$ cat src/pkg/cfi_pkg.sv
// package for the flag and interrupt-accept block: register map, field positions, carriers
// assumes a 32-bit apb slave with word-aligned registers
package cfi_pkg;

    localparam int unsigned PRIO_W    = 3;
    localparam int unsigned VEC_W     = 6;
    localparam int unsigned BANK_REGS = 7;
    localparam int unsigned NUM_BANKS = 2;
    localparam int unsigned ADDR_W    = 12;

    // byte addresses
    localparam logic [11:0] FLAGS_OFFSET     = 12'h000;
    localparam logic [11:0] ISP_OFFSET       = 12'h004;
    localparam logic [11:0] USP_OFFSET       = 12'h008;
    localparam logic [11:0] ACTIVE_SP_OFFSET = 12'h00c;
    localparam logic [11:0] ACK_INFO_OFFSET  = 12'h010;
    localparam logic [11:0] BANK_BASE        = 12'h040;
    localparam logic [11:0] BANK_REGION_MASK = 12'hfc0;
    localparam int unsigned BANK_SEL_ADDR_BIT = 5;

    // flag word field positions
    localparam int unsigned BANK_SEL_BIT  = 0;
    localparam int unsigned IRQ_EN_BIT    = 1;
    localparam int unsigned STACK_SEL_BIT = 2;
    localparam int unsigned RESERVED_BIT  = 3;
    localparam int unsigned PPL_LSB       = 4;

    // reset values
    localparam logic              IRQ_EN_RST    = 1'b0;
    localparam logic              STACK_SEL_RST = 1'b0;
    localparam logic              BANK_SEL_RST  = 1'b0;
    localparam logic [PRIO_W-1:0] PPL_RST       = 3'h0;

    // highest trap vector that forces the interrupt stack
    localparam logic [VEC_W-1:0] TRAP_ISP_MAX = 6'h1f;

    typedef struct packed {
        logic              bank_sel;
        logic              irq_enable;
        logic              stack_sel;
        logic [PRIO_W-1:0] processor_priority_level;
    } cfi_flags_t;

    typedef struct packed {
        logic              valid;
        logic [PRIO_W-1:0] prio;
    } cfi_irq_req_t;

    typedef struct packed {
        logic             boundary;
        logic             trap_exec;
        logic [VEC_W-1:0] trap_vec;
    } cfi_seq_t;

    typedef enum logic [1:0] {
        CFI_BUS_IDLE = 2'b01,
        CFI_BUS_RESP = 2'b10
    } cfi_bus_state_t;

endpackage

$ cat src/verilog/cfi_flag_accept.sv
// flag register, interrupt acceptance, stack select and banked registers of a 16-bit cpu core
// assumes apb master on sys_clk, request and sequencer inputs synchronous to sys_clk
//
// What this block does
// - Two full copies of the banked set exist, each with four general, two address and one frame base register.
// - Maskable requests are blocked while the interrupt enable flag is 0 and considered while it is 1.
// - Every acknowledged interrupt clears the interrupt enable flag to 0.
// - The stack-select flag picks the interrupt stack pointer at 0 and the user stack pointer at 1.
// - The stack-select flag clears on a hardware acknowledge and on a trap with vector 0 to 31.
// - The processor priority level is a 3-bit field with levels 0 through 7.
// - A request passes only when its priority is strictly above the processor priority level.
// - Software writes 0 to the reserved flag bit and must not rely on its read value.
//
// Local design decisions: the APB register port and the address map.
`timescale 1ns/10ps

module cfi_flag_accept #(
    parameter int unsigned REG_W = 16
) (
    // clock and reset
    input  wire logic                           sys_clk,
    input  wire logic                           rst,
    // apb slave
    input  wire logic                           psel,
    input  wire logic                           penable,
    input  wire logic                           pwrite,
    input  wire logic [cfi_pkg::ADDR_W-1:0]     paddr,
    input  wire logic [31:0]                    pwdata,
    output logic      [31:0]                    prdata,
    output logic                                pready,
    output logic                                pslverr,
    // interrupt request source
    input  wire cfi_pkg::cfi_irq_req_t          irq_req,
    // instruction sequencer
    input  wire cfi_pkg::cfi_seq_t              seq,
    output logic                                irq_ack,
    output logic      [cfi_pkg::PRIO_W-1:0]     irq_ack_prio,
    output logic                                trap_ack,
    // processor state to the core
    output cfi_pkg::cfi_flags_t                 flags,
    output logic      [REG_W-1:0]               active_sp
);

    if (REG_W < 8 || REG_W > 32)
    begin : g_bad_width
        $error("cfi_flag_accept: REG_W must lie in 8..32");
    end

    // state
    cfi_pkg::cfi_bus_state_t               bus_st_q, bus_st_d;
    logic [31:0]                           prdata_q, prdata_d;
    logic                                  pready_q, pready_d;
    logic                                  pslverr_q, pslverr_d;
    cfi_pkg::cfi_flags_t                   flags_q, flags_d;
    logic [REG_W-1:0]                      isp_q, isp_d;
    logic [REG_W-1:0]                      usp_q, usp_d;
    logic [REG_W-1:0]                      sp_q, sp_d;
    logic                                  ack_q, ack_d;
    logic [cfi_pkg::PRIO_W-1:0]            ack_prio_q, ack_prio_d;
    logic                                  trap_ack_q, trap_ack_d;
    logic [REG_W-1:0]                      bank_q [cfi_pkg::NUM_BANKS][cfi_pkg::BANK_REGS];

    // decode
    logic                                  setup;
    logic                                  wr_done;
    logic                                  hit_flags;
    logic                                  hit_isp;
    logic                                  hit_usp;
    logic                                  hit_sp;
    logic                                  hit_ack;
    logic                                  hit_bank;
    logic                                  bank_addr;
    logic [2:0]                            bank_idx;
    logic                                  hw_ack;

    assign setup     = psel & ~penable;
    assign wr_done   = psel & penable & pready_q & pwrite & ~pslverr_q;
    assign bank_addr = paddr[cfi_pkg::BANK_SEL_ADDR_BIT];
    assign bank_idx  = paddr[4:2];

    always_comb
    begin
        hit_flags = 1'b0;
        hit_isp   = 1'b0;
        hit_usp   = 1'b0;
        hit_sp    = 1'b0;
        hit_ack   = 1'b0;
        hit_bank  = 1'b0;
        if (paddr == cfi_pkg::FLAGS_OFFSET)
            hit_flags = 1'b1;
        else if (paddr == cfi_pkg::ISP_OFFSET)
            hit_isp = 1'b1;
        else if (paddr == cfi_pkg::USP_OFFSET)
            hit_usp = 1'b1;
        else if (paddr == cfi_pkg::ACTIVE_SP_OFFSET)
            hit_sp = 1'b1;
        else if (paddr == cfi_pkg::ACK_INFO_OFFSET)
            hit_ack = 1'b1;
        else if ((paddr & cfi_pkg::BANK_REGION_MASK) == cfi_pkg::BANK_BASE && paddr[1:0] == 2'h0
                 && {29'h0000_0000, bank_idx} < cfi_pkg::BANK_REGS)
            hit_bank = 1'b1;
    end

    // acceptance: enable and strict priority, only at a boundary, and a trap in flight takes the slot
    assign hw_ack = seq.boundary & ~seq.trap_exec & irq_req.valid
                    & flags_q.irq_enable
                    & (irq_req.prio > flags_q.processor_priority_level);

    // apb answer: data prepared in setup, pready high in the single access cycle
    always_comb
    begin
        bus_st_d  = bus_st_q;
        prdata_d  = prdata_q;
        pready_d  = 1'b0;
        pslverr_d = 1'b0;
        case (bus_st_q)
            cfi_pkg::CFI_BUS_IDLE:
            begin
                if (setup)
                begin
                    bus_st_d  = cfi_pkg::CFI_BUS_RESP;
                    pready_d  = 1'b1;
                    pslverr_d = ~(hit_flags | hit_isp | hit_usp | hit_sp | hit_ack | hit_bank);
                    prdata_d  = 32'h0000_0000;
                    if (!pwrite)
                    begin
                        if (hit_flags)
                        begin
                            // reserved bit reads back as zero
                            prdata_d[cfi_pkg::BANK_SEL_BIT]  = flags_q.bank_sel;
                            prdata_d[cfi_pkg::IRQ_EN_BIT]    = flags_q.irq_enable;
                            prdata_d[cfi_pkg::STACK_SEL_BIT] = flags_q.stack_sel;
                            prdata_d[cfi_pkg::PPL_LSB +: cfi_pkg::PRIO_W] = flags_q.processor_priority_level;
                        end
                        else if (hit_isp)
                            prdata_d[REG_W-1:0] = isp_q;
                        else if (hit_usp)
                            prdata_d[REG_W-1:0] = usp_q;
                        else if (hit_sp)
                            prdata_d[REG_W-1:0] = sp_q;
                        else if (hit_ack)
                            prdata_d[cfi_pkg::PRIO_W-1:0] = ack_prio_q;
                        else if (hit_bank)
                            prdata_d[REG_W-1:0] = bank_q[bank_addr][bank_idx];
                    end
                end
            end
            cfi_pkg::CFI_BUS_RESP:
            begin
                bus_st_d = cfi_pkg::CFI_BUS_IDLE;
            end
            default:
            begin
                bus_st_d = cfi_pkg::CFI_BUS_IDLE;
            end
        endcase
    end

    always_ff @(posedge sys_clk)
    begin
        if (rst)
        begin
            bus_st_q  <= cfi_pkg::CFI_BUS_IDLE;
            prdata_q  <= 32'h0000_0000;
            pready_q  <= 1'b0;
            pslverr_q <= 1'b0;
        end
        else
        begin
            bus_st_q  <= bus_st_d;
            prdata_q  <= prdata_d;
            pready_q  <= pready_d;
            pslverr_q <= pslverr_d;
        end
    end

    // flags and stack pointers; an acknowledge overrides a software write of enable, stack select and level in the same cycle
    always_comb
    begin
        flags_d    = flags_q;
        isp_d      = isp_q;
        usp_d      = usp_q;
        ack_d      = hw_ack;
        trap_ack_d = seq.trap_exec;
        ack_prio_d = ack_prio_q;
        if (wr_done && hit_flags)
        begin
            // reserved bit is dropped on write
            flags_d.bank_sel   = pwdata[cfi_pkg::BANK_SEL_BIT];
            flags_d.irq_enable = pwdata[cfi_pkg::IRQ_EN_BIT];
            flags_d.stack_sel  = pwdata[cfi_pkg::STACK_SEL_BIT];
            flags_d.processor_priority_level = pwdata[cfi_pkg::PPL_LSB +: cfi_pkg::PRIO_W];
        end
        if (wr_done && hit_isp)
            isp_d = pwdata[REG_W-1:0];
        if (wr_done && hit_usp)
            usp_d = pwdata[REG_W-1:0];
        if (hw_ack)
        begin
            flags_d.irq_enable = 1'b0;
            flags_d.stack_sel  = 1'b0;
            flags_d.processor_priority_level = irq_req.prio;
            ack_prio_d = irq_req.prio;
        end
        else if (seq.trap_exec)
        begin
            flags_d.irq_enable = 1'b0;
            if (seq.trap_vec <= cfi_pkg::TRAP_ISP_MAX)
                flags_d.stack_sel = 1'b0;
        end
        // follows the updated flag so the core never sees a stale pointer
        sp_d = flags_d.stack_sel ? usp_d : isp_d;
    end

    always_ff @(posedge sys_clk)
    begin
        if (rst)
        begin
            flags_q.bank_sel   <= cfi_pkg::BANK_SEL_RST;
            flags_q.irq_enable <= cfi_pkg::IRQ_EN_RST;
            flags_q.stack_sel  <= cfi_pkg::STACK_SEL_RST;
            flags_q.processor_priority_level <= cfi_pkg::PPL_RST;
            isp_q      <= '0;
            usp_q      <= '0;
            sp_q       <= '0;
            ack_q      <= 1'b0;
            ack_prio_q <= cfi_pkg::PPL_RST;
            trap_ack_q <= 1'b0;
        end
        else
        begin
            flags_q    <= flags_d;
            isp_q      <= isp_d;
            usp_q      <= usp_d;
            sp_q       <= sp_d;
            ack_q      <= ack_d;
            ack_prio_q <= ack_prio_d;
            trap_ack_q <= trap_ack_d;
        end
    end

    // banked set: two copies, selected by address, only software loads them here
    for (genvar b = 0; b < cfi_pkg::NUM_BANKS; b++)
    begin : g_bank
        for (genvar r = 0; r < cfi_pkg::BANK_REGS; r++)
        begin : g_reg
            logic [REG_W-1:0] reg_d;
            always_comb
            begin
                reg_d = bank_q[b][r];
                if (wr_done && hit_bank && bank_addr == b[0] && bank_idx == r[2:0])
                    reg_d = pwdata[REG_W-1:0];
            end
            always_ff @(posedge sys_clk)
            begin
                if (rst)
                    bank_q[b][r] <= '0;
                else
                    bank_q[b][r] <= reg_d;
            end
        end
    end

    assign prdata       = prdata_q;
    assign pready       = pready_q;
    assign pslverr      = pslverr_q;
    assign irq_ack      = ack_q;
    assign irq_ack_prio = ack_prio_q;
    assign trap_ack     = trap_ack_q;
    assign flags        = flags_q;
    assign active_sp    = sp_q;

endmodule

$ cat config.mk
export PLATFORM = sky130hd
export DESIGN_NAME = cfi_flag_accept
export DESIGN_NICKNAME = d
export VERILOG_FILES = /design/src/pkg/cfi_pkg.sv /design/src/verilog/cfi_flag_accept.sv
export SDC_FILE = /design/constraint.sdc
export NUM_CORES = 1
export LEC_CHECK = 0
export BUFFER_PORTS_ARGS = -buffer_cell sky130_fd_sc_hd__buf_2
export CORE_MARGIN = 2
export CORE_UTILIZATION = 40
export DETAILED_ROUTE_END_ITERATION = 6
export PLACE_DENSITY_LB_ADDON = 0.25
export REMOVE_ABC_BUFFERS = 1
export SLEW_MARGIN = 20
export SYNTH_ARGS = -nofsm -noshare
export SYNTH_HDL_FRONTEND = slang
export SYNTH_SLANG_ARGS = --single-unit
export TNS_END_PERCENT = 100
$ cat constraint.sdc
create_clock -name sys_clk -period 6.6 [get_ports sys_clk]
set_clock_uncertainty 0.05 [all_clocks]
set_input_delay 1.32 -clock sys_clk [delete_from_list [all_inputs] [get_ports sys_clk]]
set_output_delay 1.32 -clock sys_clk [all_outputs]
set_load 0.05 [all_outputs]
==> summary.md <==
| Metric | Value |
|---|---|
| Status | `finished, final reports clean` |
| Layout cells sized above 1 | `0.334` |
| Synth cell count leaders | `224 x edfxtp_1, 161 x nor3_2, 85 x nor3_1` |
| FMAX | `251 MHz` |
| Synth Instances | `1198` |
| Core Region | `37500 um^2` |
| Post-route worst setup slack | `2.61 ns` |
| Post-synth EDFFs | `224` |
| Post-synth ARST share | `0` |
| CP endpoint kind | `flip-flop` |
| 1st-pass router iterations | `5` |
| Final Critical Period | `3.99 ns` |
| Tcrit/Tclk final | `0.604` |
| Clock transition at path regs | `0.06 ns` |
| Per-cell routed wire length | `22.6 um` |
| Setup CP Type | `input pin to flip-flop` |
| Peak supply drop | `144 uV` |
| Later-pin clock latency in the skew report | `0.52 ns` |
| Slew headroom | `0.256` |
| Power per cell area | `254 nW/um^2` |
| # IOs | `122` |
| Post-synth top area cell | `edfxtp_1` |
| Total GRT Usage | `0.201` |
| Worst r2r src | `pslverr$_SDFF_PP0_` |
| Max-slew violation count | `0` |
| Cell with the most instances after synthesis | `edfxtp_1` |
| Hold endpoint | `prdata[3]$_SDFFE_PP0P_` |
| Max_cap viols | `0` |
| Synth cell types | `57` |
| Initial antenna violation count | `0` |
| Die height | `199 um` |
| Nets | `1274` |
| CTS resizes | `0` |
| Capturing point of the worst reg2reg path | `bank_q[1][100]$_SDFFCE_PN0P_` |
| Sink Count | `303` |
| Post-CTS Setup Bufs | `0` |
| Residual DRC | `0` |
| Row count | `71` |
| Worst EP required | `6.68 ns` |
| Clk root buf | `clkbuf_16` |
| Vias post-DR | `10063` |
| Routability cong. | `0.827` |
| Crit path DAT | `4.07 ns` |
| Cts bufs inserted | `35` |
| Mapped Area | `15200 um^2` |
| Starting Density | `0.404` |
| Count of final hold-check violations | `0` |
| Yosys warning total | `0` |
| First-iteration detailed-routing DRC count | `856` |
| Drt total wl | `39.5 mm` |
| Post-DP HPWL | `23.1 mm` |
| Reg2Reg Depth | `5` |
| Grt ovf | `0` |
| FF-to-FF setup slack | `3.90 ns` |
| Least-Margin Pin Slew | `1.12 ns` |
| Top cell type's share of synthesized area | `0.444` |
| Antenna Violating Nets Remaining | `0` |
| Design area | `16800 um^2` |
| Die width | `199 um` |
| Worst setup SP type | `input pin` |
| Crit Path Max Fanout | `16` |
| Final setup viols | `0` |
| Clk buf depth | `3` |
| Hold Path Class | `flip-flop to flip-flop` |
| Multi-input logic area | `6040 um^2` |
| Post-DP Area | `15700 um^2` |
| Hold path cells | `1` |
| Seq cells post-synth | `303` |
| Largest cells by area after synthesis | `edfxtp_1 44%, nor3_2 11%, dfxtp_1 10%` |
| Area grow syn2layout | `10.9%` |
| Top_reg_cell synth | `edfxtp_1` |
| Drt via density | `5.76` |
| Hold_buf cts | `0` |
| RSZ-0062 raised after global routing | `no` |
| CTS tree | `built` |
| Largest net degree at the start of global routing | `65` |
| IO Port Bufs | `84` |
| Worst slack, placed | `2.12 ns` |
| Hold Path Origin | `prdata[3]$_SDFFE_PP0P_` |
| Register area | `8310 um^2` |
| N_diodes | `0` |
| Setup TNS | `0 ns` |
| Die area | `39500 um^2` |
| Filler cell count | `3466` |
| H-tree levels | `2` |
| Global-route wire length before repair | `60.3 mm` |
| Sequential share of the synthesized area | `0.548` |
| Syn_area_per_cell | `12.7 um^2` |
| Vias in the first global route | `9847` |
| Leak Pwr | `5.71 nW` |
## area by class of cell
cell class / instances / share of cell area
repair buffers: 103 / 0.0356
well taps: 511 / 0.0380
flip-flops and latches: 303 / 0.494
clock inverters: 17 / 0.00618
multi-input cells: 730 / 0.360
clock buffers: 45 / 0.0581
inverters: 37 / 0.00826
## registers in the layout, summed over array words and instances, names as in the netlist
signal and count:
active_sp 16, bank_q 224, bus_st_q 2, flags 6, irq_ack 1, irq_ack_prio 3
isp_q 16, prdata 16, pready 1, pslverr 1, trap_ack 1, usp_q 16
## worst max-delay path by stage
stage	startpoint	end	slack [ns]	cells past startpoint
2_1_floorplan	penable	bank_q[1][95]$_SDFFCE_PN0P_	2.23	5
3_3_place_gp	paddr[9]	bank_q[0][106]$_SDFFCE_PN0P_	2.12	5
3_5_place_dp	paddr[3]	active_sp[6]$_SDFF_PP0_	2.12	6
4_1_cts	paddr[9]	bank_q[1][63]$_SDFFCE_PN0P_	2.65	6
5_1_grt	paddr[9]	bank_q[1][111]$_SDFFCE_PN0P_	2.44	6
6_report	paddr[1]	bank_q[1][100]$_SDFFCE_PN0P_	2.61	5
## metal layers
metal	track usage	wire, um	vias up
met1	0.282	17400	5107
met3	0.0273	2090	63
met4	0.0531	904	0
met2	0.328	19100	311
li1	-	-	4582
met5	0	0	-
## cell families after synthesis
group / Yosys count / share of synthesized area
simple gates: 386 / 0.188
flops: 303 / 0.548
compound gates: 240 / 0.106
buf+inv: 180 / 0.0589
mux: 85 / 0.0960
fa+ha+maj: 3 / 0.00248
other cells: 1 / 0.000247
## power breakdown
| group | switching (mW) | leakage, nW | internal (mW) | total [mW] |
|---|---|---|---|---|
| clock network | 0.771 | 0.526 | 1.08 | 1.85 |
| logic | 0.234 | 2.21 | 0.0879 | 0.321 |
| registers | 0.0116 | 2.97 | 2.08 | 2.09 |
| total | 1.02 | 5.71 | 3.25 | 4.27 |
## critical path, cell delays in order
cell	delay [ns]
buf_2	0.10
nor2_1	0.61
nand4_4	0.54
nor3_4	0.60
a21o_1	0.87
## cell usage in the layout, fill, tap and decap left out, types with 39 or more instances in the layout
cell and instances:
a21oi_1 66, nor3_1 85, mux4_2 47, edfxtp_1 224, dfxtp_1 79, nor2_1 42
buf_2 83, o21ai_0 39, nor3_2 161
## metrics by stage
step | utilization | std cells | hold WS, ns | total power [mW]
floorplan | - | 1070 | 0.428 | 2.31
CTS | 0.447 | 1744 | 0.433 | 4.29
detailed placement | 0.418 | 1682 | 0.420 | 2.46
global route | 0.448 | 1746 | 0.446 | 4.39
finish | 0.448 | 1746 | 0.429 | 4.27
global placement | 0.418 | 1682 | 0.413 | 2.46
No activity file was read; power rests on OpenSTA's default activity.
